--- config.mk ---
export PLATFORM = sky130hd
export DESIGN_NAME = low_power_mode_control
export DESIGN_NICKNAME = d
export VERILOG_FILES = /design/src/verilog/power_mode_pkg.sv /design/src/verilog/low_power_mode_control.sv /design/src/verilog/wake_flag_unit.sv
export SDC_FILE = /design/constraint.sdc
export NUM_CORES = 1
export LEC_CHECK = 0
export BUFFER_PORTS_ARGS = -buffer_cell sky130_fd_sc_hd__buf_4
export CAP_MARGIN = 10
export CELL_PAD_IN_SITES_DETAIL_PLACEMENT = 1
export CELL_PAD_IN_SITES_GLOBAL_PLACEMENT = 1
export CORE_UTILIZATION = 42
export DETAILED_ROUTE_END_ITERATION = 8
export GPL_TIMING_DRIVEN = 1
export PLACE_DENSITY_LB_ADDON = 0.1
export SETUP_SLACK_MARGIN = 0.2
export SKIP_CTS_REPAIR_TIMING = 1
export SLEW_MARGIN = 20
export SYNTH_ARGS = -nofsm -noshare
export SYNTH_HDL_FRONTEND = slang
export SYNTH_HIERARCHICAL = 1
export SYNTH_SLANG_ARGS = --single-unit
--- constraint.sdc ---
create_clock -name i_sys_clk -period 4 [get_ports i_sys_clk]
set_input_delay 1 -clock i_sys_clk [delete_from_list [all_inputs] [get_ports i_sys_clk]]
set_output_delay 1 -clock i_sys_clk [all_outputs]
set_load 0.01 [all_outputs]
--- src/verilog/power_mode_pkg.sv ---
`default_nettype none
package power_mode_pkg;

	// register addresses on the special-function bus
	localparam logic [7:0] PWR_CTRL_ADDR     = 8'h87;
	localparam logic [7:0] PWR_UNIT_CFG_ADDR = 8'hB5;

	// power_control_reg fields
	localparam int         CTRL_IDLE_BIT     = 0;
	localparam int         CTRL_STOP_BIT     = 1;
	localparam int         CTRL_GP_LSB       = 2;
	localparam logic [5:0] CTRL_GP_RESET     = 6'h00;

	// power_unit_configuration fields
	localparam int         CFG_SLEEP_BIT     = 7;
	localparam int         CFG_SUSPEND_BIT   = 6;
	localparam int         CFG_CLEAR_BIT     = 5;
	localparam int         CFG_RESET_PIN_WAKE_FLAG_BIT     = 4;
	localparam logic [3:0] WAKE_EN_RESET     = 4'h0;
	localparam logic [3:0] WAKE_FLAG_RESET   = 4'h0;

	// restart address after any reset
	localparam logic [15:0] RESET_VECTOR     = 16'h0000;

	// timing at 40 MHz
	localparam int CLK_PERIOD_NS     = 25;
	localparam int MCD_TIMEOUT_NS    = 100000;
	localparam int MCD_CYCLES        =
		(MCD_TIMEOUT_NS + CLK_PERIOD_NS - 1) / CLK_PERIOD_NS;
	localparam int RESET_HOLD_CYCLES = 4;

	typedef enum logic [2:0] {
		MODE_RUN,
		MODE_IDLE,
		MODE_STOP,
		MODE_SLEEP,
		MODE_SUSPEND
	} power_mode_e;

	// wake-up event sources, bit order matches the register
	typedef struct packed {
		logic rtc_osc_fail_wake;
		logic rtc_alarm_wake;
		logic port_match_wake;
		logic comparator_zero_wake;
	} wake_src_s;

endpackage : power_mode_pkg
`default_nettype wire

--- src/verilog/low_power_mode_control.sv ---
`timescale 1ns/100ps
`default_nettype none
module low_power_mode_control
	import power_mode_pkg::*;
#(
	parameter int MCD_LIMIT  = MCD_CYCLES,
	parameter int RST_HOLD   = RESET_HOLD_CYCLES
) (
	input  wire logic        i_sys_clk,
	input  wire logic        i_rst_b,
	input  wire logic [7:0]  i_sfr_addr,
	input  wire logic        i_sfr_wr,
	input  wire logic        i_sfr_rd,
	input  wire logic [7:0]  i_sfr_wdata,
	output logic      [7:0]  o_sfr_rdata,
	input  wire logic        i_instr_done,
	input  wire logic        i_irq_asserted,
	input  wire logic        i_wdt_enable,
	input  wire logic        i_wdt_expire,
	input  wire logic        i_mcd_enable,
	input  wire logic        i_rst_pin_b,
	input  wire wake_src_s   i_wake,
	output logic             o_cpu_halt,
	output logic             o_periph_run,
	output logic             o_precise_osc_en,
	output logic             o_lp_osc_en,
	output logic             o_wdt_run,
	output logic             o_core_rst_b,
	output logic      [15:0] o_fetch_addr,
	output power_mode_e      o_power_mode
);

	localparam int MCD_W = $clog2(MCD_LIMIT + 1);
	localparam int RST_W = $clog2(RST_HOLD + 1);

	// modes in which the precision oscillator and peripheral clocks run
	function automatic logic fast_clocks_on(input power_mode_e m);
		return (m == MODE_RUN) || (m == MODE_IDLE);
	endfunction : fast_clocks_on

	// pin synchroniser: three stages, change counts when 2nd and 3rd agree
	logic [2:0] pin_sync;
	logic [2:0] next_pin_sync;
	logic       pin_low;
	logic       next_pin_low;

	always_comb begin
		next_pin_sync = {pin_sync[1:0], i_rst_pin_b};
		next_pin_low  = pin_low;
		if (pin_sync[1] == pin_sync[2]) begin
			next_pin_low = ~pin_sync[2];
		end
	end

	always_ff @(posedge i_sys_clk) begin
		if (!i_rst_b) begin
			pin_sync <= 3'b111;
			pin_low  <= 1'b0;
		end else begin
			pin_sync <= next_pin_sync;
			pin_low  <= next_pin_low;
		end
	end

	// register decode
	logic       wr_ctrl;
	logic       wr_cfg;
	logic       rd_ctrl;
	logic       rd_cfg;
	logic [7:0] cfg_rdata;
	logic       any_flag;
	logic       pin_fall;

	assign wr_ctrl  = i_sfr_wr & (i_sfr_addr == PWR_CTRL_ADDR);
	assign wr_cfg   = i_sfr_wr & (i_sfr_addr == PWR_UNIT_CFG_ADDR);
	assign rd_ctrl  = i_sfr_rd & (i_sfr_addr == PWR_CTRL_ADDR);
	assign rd_cfg   = i_sfr_rd & (i_sfr_addr == PWR_UNIT_CFG_ADDR);
	// one-cycle pulse once the synced pin is seen low
	assign pin_fall = next_pin_low & ~pin_low;

	// wake-up enables and flags
	wake_flag_unit u_wake (
		.i_sys_clk    (i_sys_clk),
		.i_rst_b      (i_rst_b),
		.i_cfg_wr     (wr_cfg),
		.i_cfg_wdata  (i_sfr_wdata),
		.i_wake       (i_wake),
		.i_pin_glitch (pin_fall),
		.o_cfg_rdata  (cfg_rdata),
		.o_any_flag   (any_flag)
	);

	// internal reset sources
	logic             wdt_fire;
	logic             mcd_fire;
	logic             int_rst;
	logic [MCD_W-1:0] mcd_cnt;
	logic [MCD_W-1:0] next_mcd_cnt;
	power_mode_e      state;

	assign wdt_fire = i_wdt_enable & i_wdt_expire
		& fast_clocks_on(state);
	// detector fires on its last counted cycle in stop
	assign mcd_fire = (state == MODE_STOP) & i_mcd_enable
		& (mcd_cnt == MCD_W'(MCD_LIMIT - 1));
	assign int_rst  = wdt_fire | mcd_fire | pin_fall;

	// missing-clock detector timeout while stopped
	always_comb begin
		next_mcd_cnt = '0;
		if (state == MODE_STOP && i_mcd_enable && !mcd_fire) begin
			next_mcd_cnt = mcd_cnt + MCD_W'(1);
		end
	end

	always_ff @(posedge i_sys_clk) begin
		if (!i_rst_b) begin
			mcd_cnt <= '0;
		end else begin
			mcd_cnt <= next_mcd_cnt;
		end
	end

	// mode request bits and retire pulses
	logic [5:0] gp_flags;
	logic       idle_sel;
	logic       stop_sel;
	logic       idle_go;
	logic       stop_go;
	logic [5:0] next_gp_flags;
	logic       next_idle_sel;
	logic       next_stop_sel;
	logic       next_idle_go;
	logic       next_stop_go;

	always_comb begin
		next_gp_flags = gp_flags;
		next_idle_sel = idle_sel;
		next_stop_sel = stop_sel;
		if (wr_ctrl) begin
			next_gp_flags = i_sfr_wdata[7:CTRL_GP_LSB];
			next_idle_sel = idle_sel | i_sfr_wdata[CTRL_IDLE_BIT];
			next_stop_sel = stop_sel | i_sfr_wdata[CTRL_STOP_BIT];
		end
		// pulse once the setting instruction retires
		next_idle_go = i_instr_done & next_idle_sel & ~idle_go
			& (state == MODE_RUN);
		next_stop_go = i_instr_done & next_stop_sel & ~stop_go
			& (state == MODE_RUN);
		if (state == MODE_IDLE && i_irq_asserted) begin
			next_idle_sel = 1'b0;
		end
		// an internal reset drops every pending request
		if (int_rst) begin
			next_idle_sel = 1'b0;
			next_stop_sel = 1'b0;
			next_idle_go  = 1'b0;
			next_stop_go  = 1'b0;
		end
	end

	always_ff @(posedge i_sys_clk) begin
		if (!i_rst_b) begin
			gp_flags <= CTRL_GP_RESET;
			idle_sel <= 1'b0;
			stop_sel <= 1'b0;
			idle_go  <= 1'b0;
			stop_go  <= 1'b0;
		end else begin
			gp_flags <= next_gp_flags;
			idle_sel <= next_idle_sel;
			stop_sel <= next_stop_sel;
			idle_go  <= next_idle_go;
			stop_go  <= next_stop_go;
		end
	end

	// power mode state machine
	power_mode_e    next_state;
	logic           sleep_req;
	logic           suspend_req;
	logic [RST_W-1:0] rst_cnt;
	logic [RST_W-1:0] next_rst_cnt;

	assign sleep_req   = wr_cfg & i_sfr_wdata[CFG_SLEEP_BIT];
	assign suspend_req = wr_cfg & i_sfr_wdata[CFG_SUSPEND_BIT];

	always_comb begin
		next_state   = state;
		next_rst_cnt = (rst_cnt != '0) ? rst_cnt - RST_W'(1) : rst_cnt;
		case (state)
			MODE_RUN: begin
				if (stop_go) begin
					next_state = MODE_STOP;
				end else if (idle_go) begin
					next_state = MODE_IDLE;
				end else if (sleep_req && !any_flag) begin
					next_state = MODE_SLEEP;
				end else if (suspend_req && !any_flag) begin
					next_state = MODE_SUSPEND;
				end
			end
			MODE_IDLE: begin
				if (i_irq_asserted) begin
					// core takes the pending interrupt, then resumes
					next_state = MODE_RUN;
				end
			end
			// only a reset leaves stop
			MODE_STOP: begin
				next_state = MODE_STOP;
			end
			// any pending wake flag ends sleep or suspend
			MODE_SLEEP, MODE_SUSPEND: begin
				if (any_flag) begin
					next_state = MODE_RUN;
				end
			end
			default: begin
				next_state = MODE_RUN;
			end
		endcase
		// internal reset overrides every mode
		if (int_rst) begin
			next_state   = MODE_RUN;
			next_rst_cnt = RST_W'(RST_HOLD);
		end
	end

	always_ff @(posedge i_sys_clk) begin
		if (!i_rst_b) begin
			state   <= MODE_RUN;
			rst_cnt <= '0;
		end else begin
			state   <= next_state;
			rst_cnt <= next_rst_cnt;
		end
	end

	// registered outputs derived from the next mode, the reset hold count and register reads
	logic [7:0] next_rdata;
	logic       next_halt;
	logic       next_periph;
	logic       next_precise;
	logic       next_lp;
	logic       next_wdt;

	always_comb begin
		next_halt    = (next_state != MODE_RUN);
		next_periph  = fast_clocks_on(next_state);
		next_precise = fast_clocks_on(next_state);
		next_lp      = (next_state != MODE_SLEEP) || any_flag;
		next_wdt     = i_wdt_enable & next_periph;
		next_rdata   = 8'h00;
		if (rd_ctrl) begin
			next_rdata = {gp_flags, 2'b00};
		end else if (rd_cfg) begin
			next_rdata = cfg_rdata;
		end
	end

	always_ff @(posedge i_sys_clk) begin
		if (!i_rst_b) begin
			o_sfr_rdata      <= 8'h00;
			o_cpu_halt       <= 1'b0;
			o_periph_run     <= 1'b1;
			o_precise_osc_en <= 1'b1;
			o_lp_osc_en      <= 1'b1;
			o_wdt_run        <= 1'b0;
			o_core_rst_b     <= 1'b0;
			o_fetch_addr     <= RESET_VECTOR;
			o_power_mode     <= MODE_RUN;
		end else begin
			o_sfr_rdata      <= next_rdata;
			o_cpu_halt       <= next_halt;
			o_periph_run     <= next_periph;
			o_precise_osc_en <= next_precise;
			o_lp_osc_en      <= next_lp;
			o_wdt_run        <= next_wdt;
			o_core_rst_b     <= (next_rst_cnt == '0);
			// restart always from the reset vector
			o_fetch_addr     <= RESET_VECTOR;
			o_power_mode     <= next_state;
		end
	end

endmodule : low_power_mode_control
`default_nettype wire

--- src/verilog/wake_flag_unit.sv ---
`timescale 1ns/100ps
`default_nettype none
module wake_flag_unit
	import power_mode_pkg::*;
(
	input  wire logic       i_sys_clk,
	input  wire logic       i_rst_b,
	input  wire logic       i_cfg_wr,
	input  wire logic [7:0] i_cfg_wdata,
	input  wire wake_src_s  i_wake,
	input  wire logic       i_pin_glitch,
	output logic      [7:0] o_cfg_rdata,
	output logic            o_any_flag
);

	logic [3:0] wake_en;
	logic [3:0] wake_flag;
	logic       reset_pin_wake_flag;
	logic [3:0] next_wake_en;
	logic [3:0] next_wake_flag;
	logic       next_reset_pin_wake_flag;
	logic       clr;

	// enables written, flags set by enabled events; set beats clear
	always_comb begin
		clr                      = i_cfg_wr & i_cfg_wdata[CFG_CLEAR_BIT];
		next_wake_en             = wake_en;
		next_wake_flag           = wake_flag;
		next_reset_pin_wake_flag = reset_pin_wake_flag;
		if (i_cfg_wr) begin
			next_wake_en = i_cfg_wdata[3:0];
		end
		if (clr) begin
			next_wake_flag           = 4'h0;
			next_reset_pin_wake_flag = 1'b0;
		end
		next_wake_flag = next_wake_flag | (wake_en & i_wake);
		if (i_pin_glitch) begin
			next_reset_pin_wake_flag = 1'b1;
		end
	end

	always_ff @(posedge i_sys_clk) begin
		if (!i_rst_b) begin
			wake_en             <= WAKE_EN_RESET;
			wake_flag           <= WAKE_FLAG_RESET;
			reset_pin_wake_flag <= 1'b0;
		end else begin
			wake_en             <= next_wake_en;
			wake_flag           <= next_wake_flag;
			reset_pin_wake_flag <= next_reset_pin_wake_flag;
		end
	end

	// commands read as zero, flag bits show state
	assign o_cfg_rdata = {3'b000, reset_pin_wake_flag, wake_flag};
	assign o_any_flag  = reset_pin_wake_flag | (|wake_flag);

endmodule : wake_flag_unit
`default_nettype wire
; Word level (Yosys, flattened, before mapping)
; Cells that the tools add are included.
[word_totals]
regBits = 54
latchBits = 0
mem_bits_rw = 0
romBits = 0
input_bits = 30
out_inout_bits = 33
wordCells = 104
n_memories = 0
[classes]
add_sub_neg = 2
multipliers = 0
div_mod_pow = 0
order_cmp = 0
eq_ne = 10
shift = 0
mux = 18
bitwise = 32
n_reduce_logical = 22
[ops]
columns = operator, n
row1 = 3-bit 2-to-1 mux, 9
row2 = 1-bit AND, 19
row3 = "8-bit equality test, second input constant", 2
row4 = "12-bit by 1-bit adder with 12-bit output, second input constant", 1
row5 = "12-bit equality test, second input constant", 1
row6 = 3-bit case mux with 4 select lines, 1
row7 = 3-bit logical NOT, 3
row8 = 8-bit 2-to-1 mux, 1
row9 = "3-bit by 1-bit equality test with 1-bit output, second input constant", 2
row10 = "3-bit by 2-bit equality test with 1-bit output, second input constant", 2
row11 = 1-bit NOT, 6
row12 = 3-bit nonzero test, 2
row13 = 3-bit OR reduction, 2
row14 = 1-bit logical AND, 5
row15 = 1-bit 2-to-1 mux, 5
row16 = 5-bit 2-to-1 mux, 1
row17 = 1-bit OR, 5
row18 = 4-bit AND, 1
row19 = 4-bit 2-to-1 mux, 1
row20 = 4-bit OR, 1
row21 = 2-bit OR reduction, 2
row22 = 4-bit OR reduction, 1
row23 = "3-bit equality test, second input constant", 1
row24 = 1-bit logical OR, 3
row25 = 6 further kinds, 7

; Depth between registers and ports, before layout
; Gate-level depths: netlist (run 1).
[logic_depth]
ltp_word = 13
mapped_depth = 7
ltp_nobuf = 7

; Modules after synthesis
; The synthesis (run 1) kept the hierarchy.
[modules_own_cells]
columns = module, n_inst, cells_per_inst, area_per_inst_um2, seq_area_each_um2
row1 = low_power_mode_control, 1, 210, 1963.1, 900.9
row2 = wake_flag_unit, 1, 43, 411.6, 180.2

; Worst setup path after synthesis (run 1)
; OpenSTA, ideal clock, no wires.
[synth_path]
path_type = input to register
start = input i_sfr_addr[6]
end = register o_lp_osc_en
setup_ps = 134
t_arrival_ps = 2178
t_required_ps = 3866
slack_ps = 1688
path_stages = 4
path_buffers = 0
path_cell_list = and4bb_2 > nand3_1 > o31a_1 > or4_1
[synth_via]
elab_chain_cells = 12
word_cells_on_any_way = 14
classes_between = eq/ne: 2 / mux: 6 / bitwise: 3 / reduce/logical: 3
[synth_lines]
columns = element, line_no
row1 = from (decl), low_power_mode_control.sv:11  ; input wire logic [7:0] i_sfr_addr,
row2 = 8-bit equality test (*), low_power_mode_control.sv:75  ; assign wr_cfg = i_sfr_wr & (i_sfr_addr == PWR_UNIT_CFG_ADDR);
row3 = 1-bit AND (*), low_power_mode_control.sv:75
row4 = 1-bit AND, low_power_mode_control.sv:186  ; assign suspend_req = wr_cfg & i_sfr_wdata[CFG_SUSPEND_BIT];
row5 = 1-bit logical AND, low_power_mode_control.sv:199  ; end else if (suspend_req && !any_flag) begin
row6 = 3-bit 2-to-1 mux, low_power_mode_control.sv:199
row7 = 3-bit 2-to-1 mux (*), low_power_mode_control.sv:197  ; end else if (sleep_req && !any_flag) begin
row8 = 3-bit 2-to-1 mux (*), low_power_mode_control.sv:195  ; end else if (idle_go) begin
row9 = 3-bit 2-to-1 mux (*), low_power_mode_control.sv:193  ; if (stop_go) begin
row10 = 3-bit case mux with 4 select lines (*), low_power_mode_control.sv:191  ; case (state)
row11 = 3-bit 2-to-1 mux (*), low_power_mode_control.sv:224  ; if (int_rst) begin
row12 = 3-bit by 2-bit inequality test with 1-bit output (*), low_power_mode_control.sv:252  ; next_lp = (next_state != MODE_SLEEP) || any_flag;
row13 = 1-bit logical OR (*), low_power_mode_control.sv:252
row14 = to (signal assigned), low_power_mode_control.sv:278  ; o_lp_osc_en <= next_lp;
row15 = to (decl), low_power_mode_control.sv:26  ; output logic o_lp_osc_en,
; Every way passes the cells marked *; elsewhere a longest branch is shown, timed or not.
; A chain may end at the register's enable or synchronous reset.

; Worst setup path in the final report (run 1)
; Same ends and word-level chain as after synthesis.

==> results of run 1 <==
-- through the flow --
step | util [%] | setup slack (ns)
floorplan | - | 1.69
global placement | 48.7 | 1.47
detailed placement | 48.7 | 1.41
CTS | 50.4 | 1.74
global route | 50.4 | 1.67
finish | 50.4 | 1.76
-- area by class of cell --
| type | instances | area share, % |
|---|---|---|
| Multi-Input combinational cell | 180 | 40.6 |
| Timing Repair Buffer | 46 | 12.5 |
| Sequential cell | 54 | 39.2 |
| Clock inverter | 1 | 0.182 |
| Inverter | 8 | 1.09 |
| Clock buffer | 7 | 3.13 |
| Tap cell | 72 | 3.27 |
-- cell usage after synthesis, types with 2 or more instances --
| master | instances | area share, % |
|---|---|---|
| dfxtp_1 | 54 | 46 |
| nor2_1 | 33 | 5.2 |
| buf_4 | 21 | 6.6 |
| nand2_1 | 15 | 2.4 |
| mux2i_1 | 11 | 4.6 |
| nand3_1 | 10 | 2.1 |
| inv_1 | 7 | 1.1 |
| a21oi_1 | 6 | 1.3 |
| a22o_1 | 6 | 2.2 |
| nand2b_1 | 6 | 1.6 |
| nor2b_1 | 6 | 1.6 |
| xor2_1 | 6 | 2.2 |
| o21ai_2 | 5 | 1.8 |
| and2_1 | 4 | 1.1 |
| ha_1 | 4 | 2.1 |
| nand4_1 | 4 | 1.1 |
| nor3_1 | 4 | 0.84 |
| o21ai_0 | 4 | 0.84 |
| xnor2_1 | 4 | 1.5 |
| buf_6 | 3 | 1.4 |
| buf_2 | 2 | 0.42 |
| clkbuf_1 | 2 | 0.32 |
| conb_1 | 2 | 0.32 |
| nand3b_1 | 2 | 0.63 |
| nor2_2 | 2 | 0.53 |
| nor4_1 | 2 | 0.53 |
| o21bai_1 | 2 | 0.63 |
| o31a_1 | 2 | 0.74 |
| or3_1 | 2 | 0.53 |
-- layer usage --
layer / vias up / wire, um / GRT usage, %
met5: - / 0 / 0
met4: 0 / 68 / 5.09
met3: 6 / 252 / 4.29
met2: 44 / 2330 / 29.0
met1: 861 / 2380 / 24.0
li1: 906 / - / -
-- path summary, 6_finish.rpt --
path / from / endpoint / slack (ns) / depth (start not counted)
max reg2reg: mcd_cnt[0] / o_cpu_halt / 1.88 / 6
max: i_sfr_addr[6] / o_lp_osc_en / 1.76 / 5
min: pin_sync[0] / pin_sync[1] / 0.41 / 1
min reg2reg: pin_sync[0] / pin_sync[1] / 0.41 / 1
-- state kept, by name, summed over array words and instances, names as in the netlist --
name	flops
mcd_cnt	12
o_sfr_rdata	8
gp_flags	6
u_wake/wake_en	4
u_wake/wake_flag	4
o_power_mode	3
pin_sync	3
rst_cnt	3
idle_go	1
idle_sel	1
o_core_rst_b	1
o_cpu_halt	1
o_lp_osc_en	1
o_precise_osc_en	1
o_wdt_run	1
pin_low	1
stop_go	1
stop_sel	1
u_wake/reset_pin_wake_flag	1
-- kinds of logic after synthesis --
logic type               count (synthesis)
other                                    2
flip-flops                              54
buffers and inverters                   36
AND/OR/NAND/NOR                        104
XOR/XNOR                                10
AO/OA/AOI/OAI                           32
multiplexers                            11
adder cells (fa/ha/maj)                  4
-- power by group through the flow --
stage,logic (mW),registers (mW),clock network [mW]
2_1_floorplan,0.0995,0.575,0
3_3_place_gp,0.131,0.573,0
3_5_place_dp,0.136,0.574,0
4_1_cts,0.137,0.561,0.326
5_1_grt,0.156,0.564,0.349
6_report,0.134,0.561,0.313
==> results by group, run 1 <==
Cells and area
  – Commonest non-fill, non-tap cell in the layout: dfxtp_1
  – Area of the multi-input gates: 1120 um2
  – Final net count: 329
  – Antenna cell count: 0
  – Most frequent cells in the layout: dfxtp_1 (54), buf_4 (46), nor2_1 (33)
  – Synth-to-layout area growth: 16.1%
  – Sequential cell area: 1080 um2
  – Layout cell share with drive strength beyond 1: 23.0%
  – Design Area, Final: 2760 um2
  – Layout Cells excl Fill: 368
  – Filler Cells Inserted: 666

Routing
  – DRT Pass-1 Iters: 4
  – Routed len/inst: 13.7 um
  – Total number of vias: 1,817
  – ANT nets after route: 0
  – Residual DRC: 0
  – Drt total wl: 5040 um
  – Vias per cell: 4.94
  – Initial DRC count: 44

Critical path
  – CP cell instances: buf_4, and4bb_2, nand3_1, o31a_1, or4_1
  – WS Path Type: primary input to flop
  – Crit end category: flop
  – Crit Path Max Fanout: 5
  – Max stage delay on crit path: 0.45 ns
  – Worst setup SP type: primary input
  – Top cell family by delay on the critical path: simple AND/OR/NAND/NOR gates
  – CP Buf/Inv Count: 1
  – Req. time, crit path: 4.19 ns
  – CP arrival: 2.43 ns
  – Slowest stage cell, crit path: or4_1

Timing
  – RSZ-0062 raised after global routing: false
  – Final Setup Violations: 0
  – Fmax: 446 MHz
  – Worst-Margin Slew: 0.536 ns
  – Final worst path period share: 56.0%
  – Max-slew headroom: 64.2%
  – Setup_tns: 0 ns
  – Hold_ws: 0.412 ns
  – Hold Violations, Final: 0
  – Min cycle time layout: 2.24 ns
  – Fin Clk Skew: 0.00524 ns
  – Final count of pins violating max slew: 0

Pwr
  – Internal Power: 756 uW
  – Sequential power share: 55.6%
  – Power Dens Cells: 366 nW/um2
  – Total power: 1.01 mW
  – Switching share of power: 25.0%
  – Clock Power Share: 31.1%
  – NetSw: 252 uW
  – Logic pwr share: 13.3%
  – VDD IR max: 0.219 mV
  – Static leakage: 1.12 nW

Job
  – Max Cap Viol: 0

Logic synthesis
  – Synth Area in Compound Gates: 10.0%
  – FFs w/ async S/R, synth: 0%
  – Synth Area in XOR/XNOR: 3.69%
  – Syn. warnings: 6
  – Synth Area in Simple Gates: 23.7%
  – Most used DFF post-synth: dfxtp_1
  – Post-synth EDFFs: 0
  – Largest family of logic cells by synthesized area: simple AND/OR/NAND/NOR gates
  – Avg Cell Area, Syn: 9.39 um2
  – #FFs+latches synth: 54
  – Post-Syn Area: 2370 um2
  – Synth Area in Adders: 2.11%
  – Sequential element share of the synthesized area: 45.5%
  – Cells after synthesis: 253
  – Mux contribution to synthesized area: 4.64%
  – Synth cell types: 51

Die
  – Die height: 77.2 um
  – Die footprint: 5960 um2
  – Top-Level Pins: 63
  – Core Region: 5470 um2
  – Std-Cell Rows: 27
  – Die width: 77.2 um
  – Starting Density: 43.4%

CTS
  – Clock buffer depth: 2
  – Later-pin clock latency in the skew report: 0.31 ns
  – Clock buffer count from CTS: 5
  – TritonCTS clock tree: done
  – Clock Sinks: 54
  – Root buf cell: clkbuf_8
  – Htree depth: 2
  – Worst-path clk slew: 0.09 ns

Placed design
  – Number of port buffers: 46
  – Post-Place Cells: 360
  – Post-DP HPWL: 3810 um
  – RePlAce Congestion: 0.728
  – DP Area: 2670 um2

GRT
  – Vias in the first global route: 1,807
  – Largest net degree at the start of global routing: 25
  – Gr usage total: 18.1%
  – Total grt overflow: 0
  – Global-route wire length before repair: 8480 um
  – Antenna violations before repair: 0

Status
  – Status: finished clean

Worst hold path
  – HP Class: flop to flop
Note: power is estimated with default switching activity, not from simulation.
==> inputs of run 2 (changes only) <==
--- a/config.mk
+++ b/config.mk
@@ -9,7 +9,7 @@
 export CAP_MARGIN = 10
 export CELL_PAD_IN_SITES_DETAIL_PLACEMENT = 1
 export CELL_PAD_IN_SITES_GLOBAL_PLACEMENT = 1
-export CORE_UTILIZATION = 42
+export CORE_UTILIZATION = 39
 export DETAILED_ROUTE_END_ITERATION = 8
 export GPL_TIMING_DRIVEN = 1
 export PLACE_DENSITY_LB_ADDON = 0.1
==> constraint.sdc (replaced) <==
create_clock -name i_sys_clk -period 2.2 [get_ports i_sys_clk]
set_input_delay 0.55 -clock i_sys_clk [delete_from_list [all_inputs] [get_ports i_sys_clk]]
set_output_delay 0.55 -clock i_sys_clk [all_outputs]
set_load 0.01 [all_outputs]
==> results by group, run 2 (synthesis results as in run 1) <==
GRT
  – Total grt overflow: 0 (unchanged)
  – Gr usage total: 16.7% (was 18.1%)
  – Antenna violations before repair: 0 (unchanged)
  – Global-route wire length before repair: 8050 um (was 8480 um)
  – Largest net degree at the start of global routing: 25 (unchanged)
  – Vias in the first global route: 1,660 (was 1,807)

CTS
  – Later-pin clock latency in the skew report: 0.30 ns (was 0.31 ns)
  – Root buf cell: clkbuf_8 (unchanged)
  – Worst-path clk slew: 0.10 ns (was 0.09 ns)
  – Clock Sinks: 54 (unchanged)
  – Htree depth: 2 (unchanged)
  – Clock buffer depth: 2 (unchanged)
  – Clock buffer count from CTS: 5 (unchanged)
  – TritonCTS clock tree: done (unchanged)

Status
  – Status: finished clean (unchanged)

Die
  – Starting Density: 40.3% (was 43.4%)
  – Die width: 80.0 um (was 77.2 um)
  – Die footprint: 6410 um2 (was 5960 um2)
  – Std-Cell Rows: 28 (was 27)
  – Core Region: 5890 um2 (was 5470 um2)
  – Die height: 80.0 um (was 77.2 um)
  – Top-Level Pins: 63 (unchanged)

Pwr
  – Clock Power Share: 30.9% (was 31.1%)
  – VDD IR max: 0.330 mV (was 0.219 mV)
  – Sequential power share: 55.6% (about the same)
  – Internal Power: 1.38 mW (was 756 uW)
  – Total power: 1.84 mW (was 1.01 mW)
  – Power Dens Cells: 654 nW/um2 (was 366 nW/um2)
  – Logic pwr share: 13.5% (was 13.3%)
  – Static leakage: 1.14 nW (was 1.12 nW)
  – Switching share of power: 24.8% (was 25.0%)
  – NetSw: 456 uW (was 252 uW)

Placed design
  – RePlAce Congestion: 0.722 (was 0.728)
  – Number of port buffers: 46 (unchanged)
  – Post-DP HPWL: 3790 um (was 3810 um)
  – DP Area: 2700 um2 (was 2670 um2)

Routing
  – Routed len/inst: 13.5 um (was 13.7 um)
  – ANT nets after route: 0 (unchanged)
  – DRT Pass-1 Iters: 4 (unchanged)
  – Drt total wl: 5080 um (was 5040 um)
  – Total number of vias: 1,814 (was 1,817)
  – Vias per cell: 4.84 (was 4.94)
  – Initial DRC count: 66 (was 44)
  – Residual DRC: 0 (unchanged)

Critical path
  – Worst setup SP type: flop (was primary input)
  – Crit end category: flop (unchanged)
  – WS Path Type: flop to flop (was primary input to flop)
  – Req. time, crit path: 2.38 ns (was 4.19 ns)
  – CP arrival: 2.10 ns (was 2.43 ns)
  – Crit Path Max Fanout: 4 (was 5)

Timing
  – RSZ-0062 raised after global routing: true (was false)
  – Final worst path period share: 87.3%
  – Hold_ws: 0.424 ns (was 0.412 ns)
  – Fin Clk Skew: 0.00610 ns (was 0.00524 ns)
  – Final Setup Violations: 0 (unchanged)
  – Hold Violations, Final: 0 (unchanged)
  – Setup_tns: 0 ns (unchanged)
  – Fmax: 521 MHz
  – Min cycle time layout: 1.92 ns
  – Final count of pins violating max slew: 0 (unchanged)

Cells and area
  – Final net count: 333 (was 329)
  – Top flop regs: mcd_cnt x12, o_sfr_rdata x8, gp_flags x6 (unchanged)
  – Most frequent cells in the layout: dfxtp_1 (53), buf_4 (50), nor2_1 (33) (was dfxtp_1 (54), buf_4 (46), nor2_1 (33))
  – Layout cell share with drive strength beyond 1: 25.0% (was 23.0%)
  – Commonest non-fill, non-tap cell in the layout: dfxtp_1 (unchanged)
  – Antenna cell count: 0 (unchanged)
  – Finished Core Util: 47.7% (was 50.4%)
  – Max FFs per register: 12 (unchanged)
  – Largest register by flop count: mcd_cnt (unchanged)
  – Design Area, Final: 2810 um2 (was 2760 um2)
  – Synth-to-layout area growth: 18.2% (was 16.1%)
  – Filler Cells Inserted: 702 (was 666)

Job
  – Max Cap Viol: 0 (unchanged)

Worst hold path
  – HP Class: primary input to flop (was flop to flop)
run 2: worst paths after layout:
check / from / end / slack [ns] / depth (start not counted)
worst max-delay path: u_wake/reset_pin_wake_flag / o_lp_osc_en / 0.28 / 6
worst min-delay path: i_rst_pin_b / pin_sync[0] / 0.42 / 2
worst max register to register: u_wake/reset_pin_wake_flag / o_lp_osc_en / 0.28 / 6
worst min register to register: pin_sync[0] / pin_sync[1] / 0.43 / 1
run 2: critical path, stage by stage (launching register included):
cell and delay (ns):
dfxtp_1 0.35, nor3_1 0.19, nand2_1 0.14, nor3_2 0.23, nand3b_1 0.15, o31a_1 0.28, or4_1 0.46
run 2: power by group through the flow:
stage / Clock [mW] / Combinational, mW / Sequential (mW)
global route: 0.641 / 0.286 / 1.02
detailed placement: 0 / 0.249 / 1.05
floorplan: 0 / 0.181 / 1.05
global placement: 0 / 0.242 / 1.04
finish: 0.567 / 0.249 / 1.02
CTS: 0.597 / 0.251 / 1.02
run 2: metal layers:
layer / vias to the layer above / part of all wire (%) / track usage (%)
li1: 914 / - / -
met1: 851 / 51 / 22.7
met2: 44 / 43 / 25.1
met3: 5 / 4.9 / 4.57
met4: 0 / 1.0 / 5.89
met5: - / 0 / 0
run 2: through the flow:
step	std cells	worst slack (ns)
after floorplan	270	0.338
after global placement	367	0.114
after detailed placement	367	0.0843
after CTS	375	0.162
after global routing	375	0.127
final	375	0.280
run 2: area by class of cell:
cell class	instances	area, um2	area share (%)
tap	75	93.8	3.34
inverter	8	30.0	1.07
clock inverter	1	5.00	0.178
multi-input combinational	180	1130	40.4
timing repair buffer	50	375	13.4
clock buffer	7	86.3	3.07
sequential	54	1080	38.5
